[src/verilog/gri_pkg.sv]
// constants for the angular-rate interrupt generator
// assumes an 8-bit register port with byte offsets as printed
package gri_pkg;
  localparam logic [7:0] OFS_CFG      = 8'h30;
  localparam logic [7:0] OFS_PITCH_H  = 8'h31;
  localparam logic [7:0] OFS_PITCH_L  = 8'h32;
  localparam logic [7:0] OFS_ROLL_H   = 8'h33;
  localparam logic [7:0] OFS_ROLL_L   = 8'h34;
  localparam logic [7:0] OFS_YAW_H    = 8'h35;
  localparam logic [7:0] OFS_YAW_L    = 8'h36;
  localparam logic [7:0] OFS_DUR      = 8'h37;
  localparam logic [7:0] OFS_STATUS   = 8'h38;
  localparam logic [7:0] OFS_MASK     = 8'h39;
  localparam logic [7:0] OFS_SOURCE   = 8'h3a;
  // register field positions and reset values
  localparam int CFG_COMBINE = 7;
  localparam int CFG_LATCH   = 6;
  localparam int THS_DECR    = 7;
  localparam int DUR_WAIT    = 7;
  localparam int STAT_EVENT  = 0;
  localparam logic [7:0] CFG_RST   = 8'h00;
  localparam logic [7:0] THS_RST   = 8'h00;
  localparam logic [7:0] DUR_RST   = 8'h00;
  localparam logic [7:0] MASK_RST  = 8'h00;
endpackage

[src/verilog/gri_rate_irq.sv]
// angular-rate interrupt generator with register port and interrupt
// assumes sample_valid is a one-cycle pulse in ref_clk domain with new axis data
// and that the three rate inputs are steady in the cycle where it is high
// Behaviour
// - combine select: 0 OR, 1 AND
// - latch holds request until source read
// - high event when rate above threshold
// - low event when rate below threshold
// - signed 15-bit threshold per axis, reset zero
// - pitch high top bit: reset or decrement
// - event recognized after duration samples persist
// - wait clear: release on first lapsed sample
// - wait set: release after duration samples
// - duration counts output sample rate samples
// - status flag sets on a rising request and sticks until written one
`timescale 1ns/1ps
module gri_rate_irq
  import gri_pkg::*;
#(
  parameter int W = 16
) (
  input  wire logic         ref_clk,
  input  wire logic         nrst,
  input  wire logic         sample_valid,
  input  wire logic [W-1:0] pitch_rate,
  input  wire logic [W-1:0] roll_rate,
  input  wire logic [W-1:0] yaw_rate,
  input  wire logic [7:0]   reg_addr,
  input  wire logic [7:0]   reg_wdata,
  input  wire logic         reg_wr,
  input  wire logic         reg_rd,
  output logic [7:0]        reg_rdata,
  output logic              rate_event_flag,
  output logic              irq
);
  // register map, byte wide:
  //   0x30 config: combine, latch, six event enables
  //   0x31/0x32 pitch limit high/low, high bit 7 picks counter mode
  //   0x33/0x34 roll limit high/low, high bit 7 kept zero by software
  //   0x35/0x36 yaw limit high/low, high bit 7 kept zero by software
  //   0x37 duration: wait bit and seven-bit count
  //   0x38 status: bit 0 sticky, write one to clear
  //   0x39 mask: bit 0 lets status reach the interrupt
  //   0x3a source: request and the six event bits of the last hit
  // the source layout matches the enable layout, so software can mask
  // one with the other directly
  // unmapped offsets read zero and ignore writes

  // one-hot generator state: waiting for a condition, or holding an event
  typedef enum logic [1:0] {
    GRI_IDLE   = 2'b01,
    GRI_ACTIVE = 2'b10
  } gri_state_t;

  // configuration registers, each beside its next value
  logic [7:0]  cfg_q;
  logic [7:0]  cfg_d;
  logic [7:0]  dur_q;
  logic [7:0]  dur_d;
  logic [7:0]  mask_q;
  logic [7:0]  mask_d;
  // threshold bytes, index 0 pitch, 1 roll, 2 yaw
  logic [7:0]  ths_h_q [3];
  logic [7:0]  ths_h_d [3];
  logic [7:0]  ths_l_q [3];
  logic [7:0]  ths_l_d [3];
  // generator bookkeeping
  gri_state_t  state_q;
  gri_state_t  state_d;
  logic [5:0]  src_q;
  logic [5:0]  src_d;
  logic [6:0]  cnt_q;
  logic [6:0]  cnt_d;
  logic        act_d;
  // request, sticky status, interrupt and read data
  logic        req_q;
  logic        req_d;
  logic        stat_q;
  logic        stat_d;
  logic        irq_q;
  logic        irq_d;
  logic [7:0]  rdata_q;
  logic [7:0]  rdata_d;
  // live compare results and their combination
  logic [1:0]  axis_hit [3];
  logic [5:0]  hit;
  logic        cond;

  // 15-bit threshold sign-extended to sample width; bit 7 of the high
  // byte is not part of the value (pitch: counter mode, others: zero)
  function automatic logic signed [W-1:0] ths_val(input logic [7:0] h, input logic [7:0] l);
    logic [14:0] t;
    t = {h[6:0], l};
    ths_val = W'(signed'(t));
  endfunction

  // and mode needs every enabled source; with none enabled it never
  // fires, so a blank config cannot raise a spurious request
  function automatic logic all_hit(input logic [5:0] h, input logic [5:0] en);
    all_hit = (|en) && ((h | ~en) == 6'h3f);
  endfunction

  // per-axis compare, strict on both sides: a rate equal to the limit is
  // neither high nor low, so both events of one axis never fire together
  // limitation: a limit only spans 15 bits, so the widest rates of a
  // 16-bit sample always count as high or low once enabled
  for (genvar a = 0; a < 3; a++) begin : g_axis
    logic signed [W-1:0] rate_s;
    logic signed [W-1:0] limit_s;
    logic                hi_s;
    logic                lo_s;
    if (a == 0) begin : g_pitch
      assign rate_s = signed'(pitch_rate);
    end else if (a == 1) begin : g_roll
      assign rate_s = signed'(roll_rate);
    end else begin : g_yaw
      assign rate_s = signed'(yaw_rate);
    end
    assign limit_s = ths_val(ths_h_q[a], ths_l_q[a]);
    // enable bits sit at 2a+1 (high) and 2a (low) of the config byte
    assign hi_s = cfg_q[2*a+1] && (rate_s > limit_s);
    assign lo_s = cfg_q[2*a]   && (rate_s < limit_s);
    assign axis_hit[a] = {hi_s, lo_s};
  end

  // gather the axes into the source layout {yaw, roll, pitch}
  assign hit = {axis_hit[2], axis_hit[1], axis_hit[0]};

  // or mode fires on any enabled event, and mode only on all of them
  always_comb begin
    if (cfg_q[CFG_COMBINE]) begin
      cond = all_hit(hit, cfg_q[5:0]);
    end else begin
      cond = |hit;
    end
  end

  // duration counter and generator state, stepped only on a new sample so
  // that counts are in output sample rate steps whatever the clock
  // limitation: the count is seven bits, so a slow sample rate gives the
  // longest hold; nothing here stretches it further
  always_comb begin
    state_d = state_q;
    cnt_d   = cnt_q;
    src_d   = src_q;
    if (sample_valid) begin
      unique case (state_q)
        GRI_IDLE: begin
          if (cond) begin
            // the condition must have held for the full count first
            if (cnt_q >= dur_q[6:0]) begin
              state_d = GRI_ACTIVE;
              cnt_d   = 7'h00;
              src_d   = hit;
            end else begin
              cnt_d = cnt_q + 7'h01;
            end
          end else if (ths_h_q[0][THS_DECR] && cnt_q != 7'h00) begin
            // decrement mode forgives a short lapse instead of restarting
            cnt_d = cnt_q - 7'h01;
          end else begin
            cnt_d = 7'h00;
          end
        end
        GRI_ACTIVE: begin
          if (cond) begin
            // still true: restart the exit count, refresh the source
            cnt_d = 7'h00;
            src_d = hit;
          end else if (!dur_q[DUR_WAIT]) begin
            // no wait: drop on the first lapsed sample
            state_d = GRI_IDLE;
            cnt_d   = 7'h00;
          end else if (cnt_q + 7'h01 >= dur_q[6:0]) begin
            // wait: drop once the lapse has lasted the duration count
            state_d = GRI_IDLE;
            cnt_d   = 7'h00;
          end else begin
            cnt_d = cnt_q + 7'h01;
          end
        end
        default: begin
          // an illegal code falls back to idle with a clean count
          state_d = GRI_IDLE;
          cnt_d   = 7'h00;
        end
      endcase
    end
  end

  // request follows the state the generator moves into at this edge
  assign act_d = (state_d == GRI_ACTIVE);

  // register port, request latch, sticky status and interrupt
  // the status bit sets on a rising request and a same-cycle clear loses,
  // so an event arriving while software clears is never missed
  // reading the source releases a latched request; a live event keeps it
  always_comb begin
    logic rd_src;
    rd_src  = reg_rd && reg_addr == OFS_SOURCE;
    cfg_d   = cfg_q;
    dur_d   = dur_q;
    mask_d  = mask_q;
    ths_h_d = ths_h_q;
    ths_l_d = ths_l_q;
    rdata_d = 8'h00;
    // latched request cleared by reading source; new event wins
    if (cfg_q[CFG_LATCH])
      req_d = act_d | (req_q & ~rd_src);
    else
      req_d = act_d;
    stat_d = stat_q;
    if (reg_wr) begin
      unique case (reg_addr)
        OFS_CFG:     cfg_d      = reg_wdata;
        OFS_PITCH_H: ths_h_d[0] = reg_wdata;
        OFS_PITCH_L: ths_l_d[0] = reg_wdata;
        OFS_ROLL_H:  ths_h_d[1] = reg_wdata;
        OFS_ROLL_L:  ths_l_d[1] = reg_wdata;
        OFS_YAW_H:   ths_h_d[2] = reg_wdata;
        OFS_YAW_L:   ths_l_d[2] = reg_wdata;
        OFS_DUR:     dur_d      = reg_wdata;
        OFS_MASK:    mask_d     = reg_wdata;
        OFS_STATUS:  if (reg_wdata[STAT_EVENT]) stat_d = 1'b0;
        default:     ;
      endcase
    end
    if (req_d && !req_q)
      stat_d = 1'b1;                                 // set beats clear
    if (reg_rd) begin
      unique case (reg_addr)
        OFS_CFG:     rdata_d = cfg_q;
        OFS_PITCH_H: rdata_d = ths_h_q[0];
        OFS_PITCH_L: rdata_d = ths_l_q[0];
        OFS_ROLL_H:  rdata_d = ths_h_q[1];
        OFS_ROLL_L:  rdata_d = ths_l_q[1];
        OFS_YAW_H:   rdata_d = ths_h_q[2];
        OFS_YAW_L:   rdata_d = ths_l_q[2];
        OFS_DUR:     rdata_d = dur_q;
        OFS_STATUS:  rdata_d = {7'h00, stat_q};
        OFS_MASK:    rdata_d = mask_q;
        OFS_SOURCE:  rdata_d = {1'b0, req_q, src_q};
        default:     rdata_d = 8'h00;
      endcase
    end
    irq_d = stat_d & mask_d[STAT_EVENT];
  end

  // all state registers; reset clears configuration to zero so the
  // generator starts with every event disabled and no request pending
  always_ff @(posedge ref_clk or negedge nrst) begin
    if (!nrst) begin
      cfg_q   <= CFG_RST;
      dur_q   <= DUR_RST;
      mask_q  <= MASK_RST;
      ths_h_q <= '{THS_RST, THS_RST, THS_RST};
      ths_l_q <= '{THS_RST, THS_RST, THS_RST};
      src_q   <= 6'h00;
      cnt_q   <= 7'h00;
      state_q <= GRI_IDLE;
      req_q   <= 1'b0;
      stat_q  <= 1'b0;
      irq_q   <= 1'b0;
      rdata_q <= 8'h00;
    end else begin
      cfg_q   <= cfg_d;
      dur_q   <= dur_d;
      mask_q  <= mask_d;
      ths_h_q <= ths_h_d;
      ths_l_q <= ths_l_d;
      src_q   <= src_d;
      cnt_q   <= cnt_d;
      state_q <= state_d;
      req_q   <= req_d;
      stat_q  <= stat_d;
      irq_q   <= irq_d;
      rdata_q <= rdata_d;
    end
  end

  // outputs come straight from their flip-flops
  assign reg_rdata       = rdata_q;
  assign rate_event_flag = req_q;
  assign irq             = irq_q;
endmodule

[config.mk]
export PLATFORM = sky130hd
export DESIGN_NAME = gri_rate_irq
export DESIGN_NICKNAME = d
export VERILOG_FILES = /design/src/verilog/gri_pkg.sv /design/src/verilog/gri_rate_irq.sv
export SDC_FILE = /design/constraint.sdc
export NUM_CORES = 1
export LEC_CHECK = 0
export CAP_MARGIN = 20
export CORE_ASPECT_RATIO = 1.25
export CORE_UTILIZATION = 51
export CTS_BUF_LIST = sky130_fd_sc_hd__clkbuf_4 sky130_fd_sc_hd__clkbuf_8
export DETAILED_ROUTE_END_ITERATION = 7
export DONT_BUFFER_PORTS = 1
export HOLD_SLACK_MARGIN = 0.02
export PLACE_DENSITY = 0.66
export SLEW_MARGIN = 40
export SYNTH_ARGS = -nofsm -noshare
export SYNTH_HDL_FRONTEND = slang
export SYNTH_SLANG_ARGS = --single-unit
[constraint.sdc]
create_clock -name ref_clk -period 4.2 [get_ports ref_clk]
set_input_delay 0.84 -clock ref_clk [delete_from_list [all_inputs] [get_ports ref_clk]]
set_output_delay 0.84 -clock ref_clk [all_outputs]
set_load 0.05 [all_outputs]
==> After elaboration in Yosys (flattened, before gate mapping) <==
Index checks and enable logic that the tools add are counted.
{ "totals": {"elab_cells": 104, "register_bits": 98, "output_inout_bits": 10, "input_bits": 69} }
{ "op_classes": {"eq_ne": 18, "add_sub_neg": 2, "magnitude_cmp": 8, "mux": 28, "bitwise_logic": 6, "reduce_logical": 25} }
{ "op_table": {"columns": ["op", "count"], "rows": [
  ["$eq 8x6->1 const B", 11],
  ["$pmux 8 s11", 1],
  ["$gt 16x15->1", 3],
  ["$lt 16x15->1", 3],
  ["$mux 7", 6],
  ["$mux 6", 3],
  ["$reduce_and 2->1", 9],
  ["$ge 7x7->1", 2],
  ["$pmux 7 s2", 1],
  ["$mux 2", 6],
  ["$pmux 6 s2", 1],
  ["$reduce_or 6->1", 2],
  ["$logic_and 1x1->1", 10],
  ["$mux 1", 8],
  ["$mux 8", 1],
  ["$add 7x1->7 const B", 1],
  ["$reduce_bool 7->1", 1],
  ["$sub 7x1->7 const B", 1],
  ["$eq 6x6->1 const B", 1],
  ["$ne 2x2->1 const B", 3],
  ["$not 6->6", 1],
  ["$or 6x6->6", 1],
  ["$reduce_and 5->1", 1],
  ["$eq 2x2->1 const B", 2],
  ["7 further kinds", 8]
]} }

==> Logic depth before layout (Yosys ltp) <==
Gate-level depths: netlist of run 1.
{ "logic_depth": {"word_depth": 15, "depth_mapped": 16, "mapped_depth_nobuf": 14} }

==> Worst setup path before layout of run 1 <==
Ideal clock, no wire load.
{ "synth_path": {"path_type": "input port to flip-flop", "from": "in roll_rate[6]", "to": "reg src_q[1]", "setup_slack_ns": 0.354, "setup_ns": 0.127, "arrival_ns": 3.719, "stages": 14, "required_ns": 4.073, "n_path_buf": 3, "path_cell_list": "ha_1 -> a41o_1 -> a21oi_1 -> nor3_1 -> or4b_1 -> buf_6 -> mux2i_1 -> o21a_1 -> o41ai_2 -> o41a_1 -> buf_6 -> o2111a_1 -> buf_4 -> mux2_1"} }
{ "synth_via": {"elab_chain_len": 8, "elab_cells_between_ends": 12, "cone_classes": "order compare: 2; eq/ne: 3; mux: 1; bitwise: 1; reduce/logical: 5"} }
{ "synth_rtl": {"columns": ["element", "line", "source"], "rows": [
  ["from (decl)", "gri_rate_irq.sv:26", "input wire logic [W-1:0] roll_rate,"],
  ["$lt 16x15->1 or $gt 16x15->1 (tied branches)", "gri_rate_irq.sv:122, gri_rate_irq.sv:121", null],
  ["$logic_and 1x1->1, on equally long branches", "gri_rate_irq.sv:122, gri_rate_irq.sv:121", null],
  ["$or 6x6->6", "gri_rate_irq.sv:100", "all_hit = (|en) && ((h | ~en) == 6'h3f);"],
  ["$eq 6x6->1", "gri_rate_irq.sv:100", null],
  ["$logic_and 1x1->1", "gri_rate_irq.sv:100", null],
  ["$mux 1 *", "gri_rate_irq.sv:131", "if (cfg_q[CFG_COMBINE]) begin"],
  ["$ne 2x2->1 (no source line)", null, null],
  ["$reduce_and 5->1 (no source line) *", null, null],
  ["to (signal assigned)", "gri_rate_irq.sv:271", "src_q <= src_d;"],
  ["to (decl)", "gri_rate_irq.sv:70", "logic [5:0] src_q;"]
]} }
Mark *: on every way between the ends. The rest lies on a longest branch, timed or not.
A chain may end at the register's enable or synchronous reset.

==> Worst setup path after layout of run 1 <==
{ "layout_path": {"from": "reg ths_h_q (netlist bit g_axis[2].limit_s[14])", "to": "reg cnt_q[2]"} }
{ "layout_via": {"elab_chain_len": 8, "elab_cells_between_ends": 12, "cone_classes": "order compare: 2; eq/ne: 1; mux: 4; bitwise: 1; reduce/logical: 4"} }
{ "layout_rtl": {"columns": ["element", "line", "source"], "rows": [
  ["from (decl)", "gri_rate_irq.sv:63", "logic [7:0] ths_h_q [3];"],
  ["from (signal assigned)", "gri_rate_irq.sv:256", "ths_h_q <= '{THS_RST, THS_RST, THS_RST};"],
  ["from (signal assigned)", "gri_rate_irq.sv:269", "ths_h_q <= ths_h_d;"],
  ["$lt 16x15->1 or $gt 16x15->1 (tied branches)", "gri_rate_irq.sv:122, gri_rate_irq.sv:121", null],
  ["$logic_and 1x1->1, on equally long branches", "gri_rate_irq.sv:122, gri_rate_irq.sv:121", null],
  ["$or 6x6->6", "gri_rate_irq.sv:100", null],
  ["$eq 6x6->1", "gri_rate_irq.sv:100", null],
  ["$logic_and 1x1->1", "gri_rate_irq.sv:100", null],
  ["$mux 1 *", "gri_rate_irq.sv:131", null],
  ["$mux 7, on equally long branches", "gri_rate_irq.sv:166, gri_rate_irq.sv:149", null],
  ["$pmux 7 s2 *", "gri_rate_irq.sv:147", "unique case (state_q)"],
  ["to (signal assigned)", "gri_rate_irq.sv:272", "cnt_q <= cnt_d;"],
  ["to (decl)", "gri_rate_irq.sv:72", "logic [6:0] cnt_q;"]
]} }
Marks and branches as above.

==> results of run 1 <==
-- metal layers --
layer	up-vias	global-route usage, %
met5	-	0
met4	0	13.50
met3	38	5.052
met2	141	48.59
met1	2470	31.21
li1	2318	-
-- layout make-up --
cell class | instances | area, um^2 | area share, %
Clock inverter | 7 | 102.6 | 1.480
Multi-Input combinational cell | 449 | 3716 | 53.61
Clock buffer | 9 | 123.9 | 1.787
Timing Repair Buffer | 10 | 75.07 | 1.083
Inverter | 68 | 255.2 | 3.682
Sequential cell | 98 | 2454 | 35.40
Tap cell | 164 | 205.2 | 2.960
-- stage by stage --
| step | cells | total power [mW] | cell area (um^2) | utilization [%] |
|---|---|---|---|---|
| final | 805 | 2.193 | 6932 | 56.22 |
| after global routing | 805 | 2.304 | 6932 | 56.22 |
| after CTS | 805 | 2.200 | 6932 | 56.22 |
| after detailed placement | 789 | 1.513 | 6705 | 54.38 |
| after global placement | 789 | 1.492 | 6705 | 54.38 |
| after floorplan | 635 | 1.411 | 6523 | - |
-- power by group --
part	switching, mW	internal [mW]	total [mW]
registers	0.0641	1.01	1.07
clock network	0.352	0.340	0.692
logic	0.231	0.200	0.431
total	0.647	1.55	2.19
-- sequential cells by signal, indices dropped and copies added (netlist names) --
name / flops
g_axis.limit_s: 45
reg_rdata: 8
rate_event_flag: 1
cfg_q: 8
ths_h_q: 3
dur_q: 8
state_q: 2
irq: 1
src_q: 6
cnt_q: 7
mask_q: 8
stat_q: 1
-- synth_stat cells, types with 3 or more instances --
cell type | instances | area [um^2]
inv_1 | 68 | 255.2
nand2b_1 | 5 | 31.28
nor2_1 | 28 | 105.1
ha_1 | 66 | 825.8
mux2_1 | 4 | 45.04
dfrtp_1 | 97 | 2427
nor3_1 | 4 | 20.02
o41ai_1 | 3 | 26.28
a211oi_1 | 3 | 22.52
o21ai_1 | 3 | 15.01
nand2_1 | 55 | 206.5
a31oi_1 | 5 | 31.28
mux2_2 | 74 | 833.3
o221ai_1 | 3 | 26.28
nor4_1 | 4 | 25.02
and2_1 | 5 | 31.28
nand4_1 | 10 | 62.56
a22o_1 | 7 | 61.31
mux2i_1 | 7 | 70.07
mux4_2 | 11 | 247.7
a21o_1 | 7 | 52.55
nor2b_1 | 13 | 81.33
a222oi_1 | 6 | 60.06
a22oi_1 | 3 | 22.52
o21a_1 | 5 | 37.54
nand3_1 | 22 | 110.1
a21oi_1 | 29 | 145.1
o22ai_1 | 3 | 18.77
o211ai_1 | 3 | 22.52
o21ai_0 | 19 | 95.09
clkbuf_1 | 14 | 52.55
-- worst paths after layout --
path,to,depth (start not counted)
setup / recovery,cnt_q[2]$_DFFE_PN0P_,12
hold / removal,cnt_q[2]$_DFFE_PN0P_,0
setup reg to reg,cnt_q[2]$_DFFE_PN0P_,12
hold reg to reg,g_axis[0].limit_s[9]$_DFFE_PN0P_,1
max in group asynchronous,state_q[0]$_DFF_PN1_,0
min in group ref_clk,g_axis[0].limit_s[9]$_DFFE_PN0P_,1
-- logic make-up (layout without fill, tap and decap cells) --
group	Yosys count	count (layout)	share of synthesized area, %
mux	97	97	18.55
buf+inv	88	94	5.409
flops	98	98	37.62
simple gates	159	159	11.93
fa+ha+maj	66	66	12.66
xor+xnor	4	4	0.5372
compound gates	123	123	13.29
==> flow_summary.yaml, run 1 <==
run_status:
  status: "completed"
sta:
  fmax_mhz: 261.0
  min_period_ps: 3832
  rsz0062_at_grt: "no"
  relSlewSlack_pct: 60.32
  period_share_pct: 91.24
  timing.final.ws_setup_ps: 368.0
  worst-slew-pin-transition_ps: 589.0
  setup_viol: 0
  fin_setup_tns_ps: 0
  drv_slew: 0
  finalHoldViolCount: 0
  skew_ps: 14.95
  hold_ws_ps: 146.2
clocking:
  postCtsHoldBufs: 0
  cts_tree: "yes"
  cts_setup_buffers: 0
  ctsLongestPathBuffers: 2
  clk_latency_ps: 370
  h-tree-depth: 3
  ctsResizeCount: 0
  cts_made_buffers: 9
  clock-sinks: 98
  clk_pin_slew_ps: 100
  root_buffer: "clkbuf_8"
placed_design:
  place_congestion: 0.9681
  dp_hpwl_um: 13140
  post-place-ws_ps: 46.50
  numPortBuffers: 0
finish:
  nFillCells: 1067
  n_antenna_cell: 0
  drive_gt1_share_pct: 18.56
  layout.nets: 771
  final_common_cell: "dfrtp_1"
  syn_to_final_growth_pct: 6.273
  layout_common_cells: "97 x dfrtp_1, 74 x mux2_2, 68 x inv_1, 66 x ha_1, 55 x nand2_1"
route:
  top_layer_used: "met4"
  first_pass_iters: 5
  met2WireLength_um: 8856
  wl_um: 17030
  met3_length_um: 831
  num_vias: 4967
  wire_per_inst_um: 21.16
  viasPerCell: 6.170
  drc_errors: 0
  drt-met1-wl_um: 6650
  drtAntennaViolNets: 0
  drt_iter0_drc: 282
worst_setup_path:
  critPathKind: "flip-flop to flip-flop"
  cp-startpoint: "g_axis[2].limit_s[14]$_DFFE_PN0P_"
  worstPathArrival_ps: 4100
  worst_path_most_repeated_cell: "mux2i_1"
  cp_slowest_stage_delay_ps: 400
  crit_path_start_kind: "flip-flop"
  crit_family: "compound AO/OA/AOI/OAI gates"
  crit_path_cell_trace: "inv_1, ha_1, nand4_1, nor4_1, a21oi_1, mux2i_1, mux2_2, o41ai_2, o41a_1, mux2i_1, a221o_1, a22o_1"
  rrSetupSlack_ps: 370
  endpoint_kind: "flip-flop"
  crit_path_max_fanout: 6
  r2r_start: "g_axis[2].limit_s[14]$_DFFE_PN0P_"
  cp.required_ps: 4470
  cp.buffers_inverters: 1
  cpMaxStageDelayCell: "dfrtp_1"
global_routing:
  overflow: 0
  grt_pass1_wl_um: 26540
  grt_max_degree: 99
  grt_pass1_vias: 5166
  antenna_found_initial: 0
  gr-usage-all-layers_pct: 27.37
yosys:
  syn_nets: 770
  ys_seq_area_share_pct: 37.62
  synth_edf_count: 0
  yosys_register_bits: 98
  ys_types: 71
  synth_warnings: 0
  async_flop_share_pct: 100.0
  synth_area_mm2: 0.006523
  syn_inst: 635
  avgSynthCellArea_um2: 10.27
  synth-main-ff-cell: "dfrtp_1"
worst_hold_path:
  hold_class: "input pin to asynchronous set/reset pin"
floorplan:
  die_h_um: 128.4
  die_w_um: 103.2
  die_area_mm2: 0.01325
  core_area_mm2: 0.01233
  rows: 45
  io_pins: 79
  start_util_pct: 52.90
power:
  cellPowerDensity_mw_per_mm2: 316.4
  ir_worst_vdd_v: 0.0001476
  cellLeakagePower_nw: 3.111
flow_run:
  maxCapViolCount: 0
(Power assumes the default switching activity.)
==> run 2: changes to the inputs <==
--- a/config.mk
+++ b/config.mk
@@ -12,8 +12,7 @@
 export DETAILED_ROUTE_END_ITERATION = 7
 export DONT_BUFFER_PORTS = 1
 export HOLD_SLACK_MARGIN = 0.02
-export PLACE_DENSITY = 0.66
-export SLEW_MARGIN = 40
+export PLACE_DENSITY = 0.69
 export SYNTH_ARGS = -nofsm -noshare
 export SYNTH_HDL_FRONTEND = slang
 export SYNTH_SLANG_ARGS = --single-unit
==> constraint.sdc (replaced) <==
create_clock -name ref_clk -period 3.47 [get_ports ref_clk]
set_input_delay 0.694 -clock ref_clk [delete_from_list [all_inputs] [get_ports ref_clk]]
set_output_delay 0.694 -clock ref_clk [all_outputs]
set_load 0.05 [all_outputs]
==> run 2 against run 1 <==
Effect of this change:
- the run now ends with setup timing left
- combinational power is 59% higher
- via count rose by 7.7%
- non-clock buffer count rose by 67
- sequential cell count did not move
- worst setup slack got worse by 390 ps
- largest cell class unchanged
- largest power group unchanged
==> flow_summary.yaml, run 2 (synthesized netlist as in run 1, its figures left out) <==
route:
  first_pass_iters: 5
  viasPerCell: 6.136
  drt_iter0_drc: 336
  wl_um: 18030
  drtAntennaViolNets: 0
  drc_errors: 0
  num_vias: 5351
  wire_per_inst_um: 20.68
finish:
  layout_common_cells: "97 x dfrtp_1, 73 x mux2_2, 70 x buf_4, 58 x inv_1, 58 x ha_1"
  drive_gt1_share_pct: 32.20
  final_common_cell: "dfrtp_1"
  final_core_util_pct: 62.38
  syn_to_final_growth_pct: 17.94
  largest_reg_flops: 45
  nFillCells: 985
  n_antenna_cell: 0
  layout.nets: 838
flow_run:
  maxCapViolCount: 0
floorplan:
  start_util_pct: 52.90
  core_area_mm2: 0.01233
  die_h_um: 128.4
  die_w_um: 103.2
  io_pins: 79
  die_area_mm2: 0.01325
  rows: 45
power:
  power_mw: 2.702
  ir_worst_vdd_v: 0.0001875
  cellLeakagePower_nw: 3.494
  cellPowerDensity_mw_per_mm2: 351.2
sta:
  setup_viol: 4
  fmax_mhz: 286.4
  period_share_pct: 100.6
  relSlewSlack_pct: 61.56
  drv_slew: 0
  worst-slew-pin-transition_ps: 573.6
  min_period_ps: 3491
  hold_ws_ps: 146.3
  timing.final.ws_setup_ps: -21.27
  finalHoldViolCount: 0
  rsz0062_at_grt: "yes"
  skew_ps: 11.42
clocking:
  clock-sinks: 98
  clk_pin_slew_ps: 100
  clk_latency_ps: 380
  root_buffer: "clkbuf_8"
  ctsLongestPathBuffers: 2
  cts_made_buffers: 9
  cts_tree: "yes"
  h-tree-depth: 3
worst_setup_path:
  critPathKind: "flip-flop to flip-flop"
  r2r-end: "cnt_q[2]$_DFFE_PN0P_"
  cp.required_ps: 3740
  endpoint_kind: "flip-flop"
  rrSetupSlack_ps: -20
  crit_path_max_fanout: 7
  crit_path_start_kind: "flip-flop"
  reg2reg_depth: 14
  worstPathArrival_ps: 3770
  r2r_start: "g_axis[0].limit_s[1]$_DFFE_PN0P_"
global_routing:
  grt_pass1_vias: 5555
  gr-usage-all-layers_pct: 28.62
  grt_pass1_wl_um: 28100
  overflow: 0
  grt_max_degree: 98
  antenna_found_initial: 0
run_status:
  violations: "setup timing"
  status: "complete, but fails checks"
placed_design:
  place_congestion: 0.9264
  dp_hpwl_um: 13480
  numPortBuffers: 0
worst_hold_path:
  hold_class: "input pin to asynchronous set/reset pin"
## run 2: power by group
| group | switching, mW | internal (mW) |
|---|---|---|
| registers | 0.0665 | 1.22 |
| logic | 0.358 | 0.330 |
| clock network | 0.443 | 0.288 |
## run 2: worst max path at each step
stage / from / end / depth (start not counted)
floorplan: roll_rate[6] / src_q[5]$_DFFE_PN0P_ / 14
global placement: roll_rate[13] / cnt_q[2]$_DFFE_PN0P_ / 12
detailed placement: roll_rate[13] / cnt_q[2]$_DFFE_PN0P_ / 12
CTS: g_axis[1].limit_s[6]$_DFFE_PN0P_ / cnt_q[2]$_DFFE_PN0P_ / 13
global route: g_axis[1].limit_s[13]$_DFFE_PN0P_ / cnt_q[2]$_DFFE_PN0P_ / 13
finish: g_axis[0].limit_s[1]$_DFFE_PN0P_ / cnt_q[2]$_DFFE_PN0P_ / 14
## run 2: worst max-delay path, cell delays in order, from the launching register on
cell and delay, ps:
dfrtp_1 360, inv_1 50, ha_1 290, nor2b_4 130
o211ai_1 90, a2111o_1 390, and3_4 210, mux2i_4 190
buf_6 130, a221o_1 320, o41a_1 410, buf_6 180
and4b_1 170, a221o_1 250, a22o_1 220
## run 2: area by class of cell
cell class / count / area [um^2] / area share [%]
clock buffer: 10 / 137.6 / 1.789
clock inverter: 6 / 50.05 / 0.6506
inverter: 68 / 255.2 / 3.318
multi-input combinational: 449 / 3970 / 51.61
sequential: 98 / 2454 / 31.90
tap: 164 / 205.2 / 2.668
timing repair buffer: 77 / 620.6 / 8.068
## run 2: metal layers
layer  part of all wire (%)  up-vias  global-route usage, %
li1                       -     2457                      -
met1                     37     2643                  32.24
met2                     51      184                  49.57
met3                    6.1       67                  5.595
met4                    5.4        0                  17.15
met5                      0        -                      0
## run 2: per-stage QoR
| stage | std cells | TNS (ps) | cell area [um^2] | worst slack [ps] |
|---|---|---|---|---|
| finish | 872 | -47.56 | 7692 | -21.27 |
| global route | 872 | -1341 | 7692 | -171.8 |
| CTS | 864 | -78.14 | 7493 | -48.95 |
| detailed placement | 844 | -6413 | 7202 | -538.5 |
| global placement | 844 | -5129 | 7202 | -463.5 |
| floorplan | 635 | -481.6 | 6610 | -141.0 |
## run 2: timing repair
| item | 4_1_cts | 5_1_grt |
|---|---|---|
| setup buffers | 4 | 8 |
| endpoints found under the hold margin | 97 | 0 |
| endpoints found under the setup margin | 15 | 16 |
| pin swaps | 5 | 11 |
| hold buffers | 1 | 0 |
| resized for setup | 17 | 30 |
==> run 3: changes to the inputs <==
--- a/config.mk
+++ b/config.mk
@@ -6,13 +6,15 @@
 export NUM_CORES = 1
 export LEC_CHECK = 0
 export CAP_MARGIN = 20
+export CELL_PAD_IN_SITES_DETAIL_PLACEMENT = 1
+export CELL_PAD_IN_SITES_GLOBAL_PLACEMENT = 1
 export CORE_ASPECT_RATIO = 1.25
-export CORE_UTILIZATION = 51
+export CORE_UTILIZATION = 47
 export CTS_BUF_LIST = sky130_fd_sc_hd__clkbuf_4 sky130_fd_sc_hd__clkbuf_8
 export DETAILED_ROUTE_END_ITERATION = 7
 export DONT_BUFFER_PORTS = 1
 export HOLD_SLACK_MARGIN = 0.02
-export PLACE_DENSITY = 0.69
+export PLACE_DENSITY_LB_ADDON = 0.1
 export SYNTH_ARGS = -nofsm -noshare
 export SYNTH_HDL_FRONTEND = slang
 export SYNTH_SLANG_ARGS = --single-unit
==> run 3 against run 2 <==
Effect of this change:
- the run still ends with setup timing left
- via count up 0.47%
- final cell count is 1.0% higher
- core utilization is 4.1 points lower
- power rose by 2.0%
==> flow_summary.yaml, run 3 (synthesized netlist as in run 1, its figures left out) <==
worst_setup_path:
  critPathKind: "flip-flop to flip-flop"
  crit_path_cell_trace: "inv_1, ha_1, nand4_1, a2111o_1, and3_4, mux2i_4, buf_6, a221o_1, o41a_1, buf_6, buf_8, and4b_1, a221o_1, a22o_1"
  reg2reg_depth: 14
  rrSetupSlack_ps: -70
  r2r_start: "g_axis[0].limit_s[7]$_DFFE_PN0P_"
  cp_slowest_stage_delay_ps: 450
  endpoint_kind: "flip-flop"
  cp.required_ps: 3750
  cp-startpoint: "g_axis[0].limit_s[7]$_DFFE_PN0P_"
  r2r-end: "cnt_q[2]$_DFFE_PN0P_"
  cpMaxStageDelayCell: "a2111o_1"
  worstPathArrival_ps: 3810
  crit_path_max_fanout: 5
  crit_family: "compound AO/OA/AOI/OAI gates"
  cp.buffers_inverters: 4
  crit_path_start_kind: "flip-flop"
floorplan:
  io_pins: 79
  die_area_mm2: 0.01436
  die_h_um: 133.7
  rows: 47
  core_area_mm2: 0.01341
  die_w_um: 107.4
  start_util_pct: 48.65
global_routing:
  overflow: 0
  gr-usage-all-layers_pct: 29.17
  grt_pass1_vias: 5921
  grt_max_degree: 98
  antenna_found_initial: 0
  grt_pass1_wl_um: 31280
finish:
  final-instance-count-excl-fill: 881
  final_common_cell: "dfrtp_1"
  final_area_mm2: 0.007820
  final_core_util_pct: 58.32
  layout.nets: 840
  drive_gt1_share_pct: 33.80
  largest_reg_flops: 45
  n_antenna_cell: 0
  syn_to_final_growth_pct: 19.89
  layout_common_cells: "97 x dfrtp_1, 73 x mux2_2, 68 x buf_4, 60 x inv_1, 56 x ha_1"
  nFillCells: 1465
clocking:
  clk_latency_ps: 390
  root_buffer: "clkbuf_8"
  h-tree-depth: 3
  ctsLongestPathBuffers: 2
  cts_made_buffers: 9
  clock-sinks: 98
  cts_tree: "yes"
  clk_pin_slew_ps: 110
route:
  wl_um: 20240
  num_vias: 5376
  drtAntennaViolNets: 0
  drc_errors: 0
  first_pass_iters: 4
  viasPerCell: 6.102
  wire_per_inst_um: 22.97
  drt_iter0_drc: 248
placed_design:
  dp_hpwl_um: 15360
  post-place-ws_ps: -670.6
  dp.cells: 846
  numPortBuffers: 0
  place_congestion: 0.8538
  place_area_mm2: 0.007173
run_status:
  violations: "setup timing"
  status: "complete, but fails checks"
sta:
  finalHoldViolCount: 0
  min_period_ps: 3536
  drv_slew: 0
  period_share_pct: 101.9
  fmax_mhz: 282.8
  setup_viol: 3
  fin_setup_tns_ps: -106.5
  worst-slew-pin-transition_ps: 704.1
  rsz0062_at_grt: "yes"
  timing.final.ws_setup_ps: -65.70
  hold_ws_ps: 143.5
  skew_ps: 17.77
  relSlewSlack_pct: 52.57
power:
  cellLeakagePower_nw: 3.526
  power_mw: 2.755
  cellPowerDensity_mw_per_mm2: 352.3
  ir_worst_vdd_v: 0.0002266
worst_hold_path:
  hold_class: "input pin to asynchronous set/reset pin"
flow_run:
  maxCapViolCount: 0
## run 3: worst max-delay path by stage
stage | cells past startpoint | slack [ps] | endpoint
2_1_floorplan | 14 | -140 | src_q[5]$_DFFE_PN0P_
3_5_place_dp | 12 | -670 | cnt_q[4]$_DFFE_PN0P_
4_1_cts | 15 | -30 | cnt_q[2]$_DFFE_PN0P_
6_report | 14 | -70 | cnt_q[2]$_DFFE_PN0P_
3_3_place_gp | 13 | -450 | cnt_q[2]$_DFFE_PN0P_
5_1_grt | 15 | -160 | cnt_q[2]$_DFFE_PN0P_
## run 3: what timing repair did
action	in CTS	in global routing
buffers inserted	8	10
pin swaps	6	12
gates resized for setup	22	43
hold endpoints to repair	97	0
hold buffers	1	0
cloned	0	0
endpoints found under the setup margin	17	16
## run 3: metal layers
layer  routed length, um  GRT usage (%)  vias to the layer above
li1                    -              -                     2460
met1                7872          32.24                     2725
met2               10800          54.52                      143
met3                 826          4.697                       48
met4                 745          12.25                        0
met5                   0              0                        -
## run 3: area by class of cell
class / count / area [um^2] / share of cell area (%)
Clock inverter: 7 / 58.81 / 0.7520
Inverter: 68 / 255.2 / 3.264
Clock buffer: 9 / 123.9 / 1.584
Sequential cell: 98 / 2454 / 31.38
Tap cell: 171 / 214.0 / 2.736
Timing Repair Buffer: 79 / 663.1 / 8.480
Multi-Input combinational cell: 449 / 4051 / 51.81
## run 3: report_power, final
| part | switching [mW] | internal [mW] |
|---|---|---|
| clock network | 0.464 | 0.274 |
| logic | 0.380 | 0.351 |
| registers | 0.0694 | 1.22 |
| total | 0.913 | 1.84 |
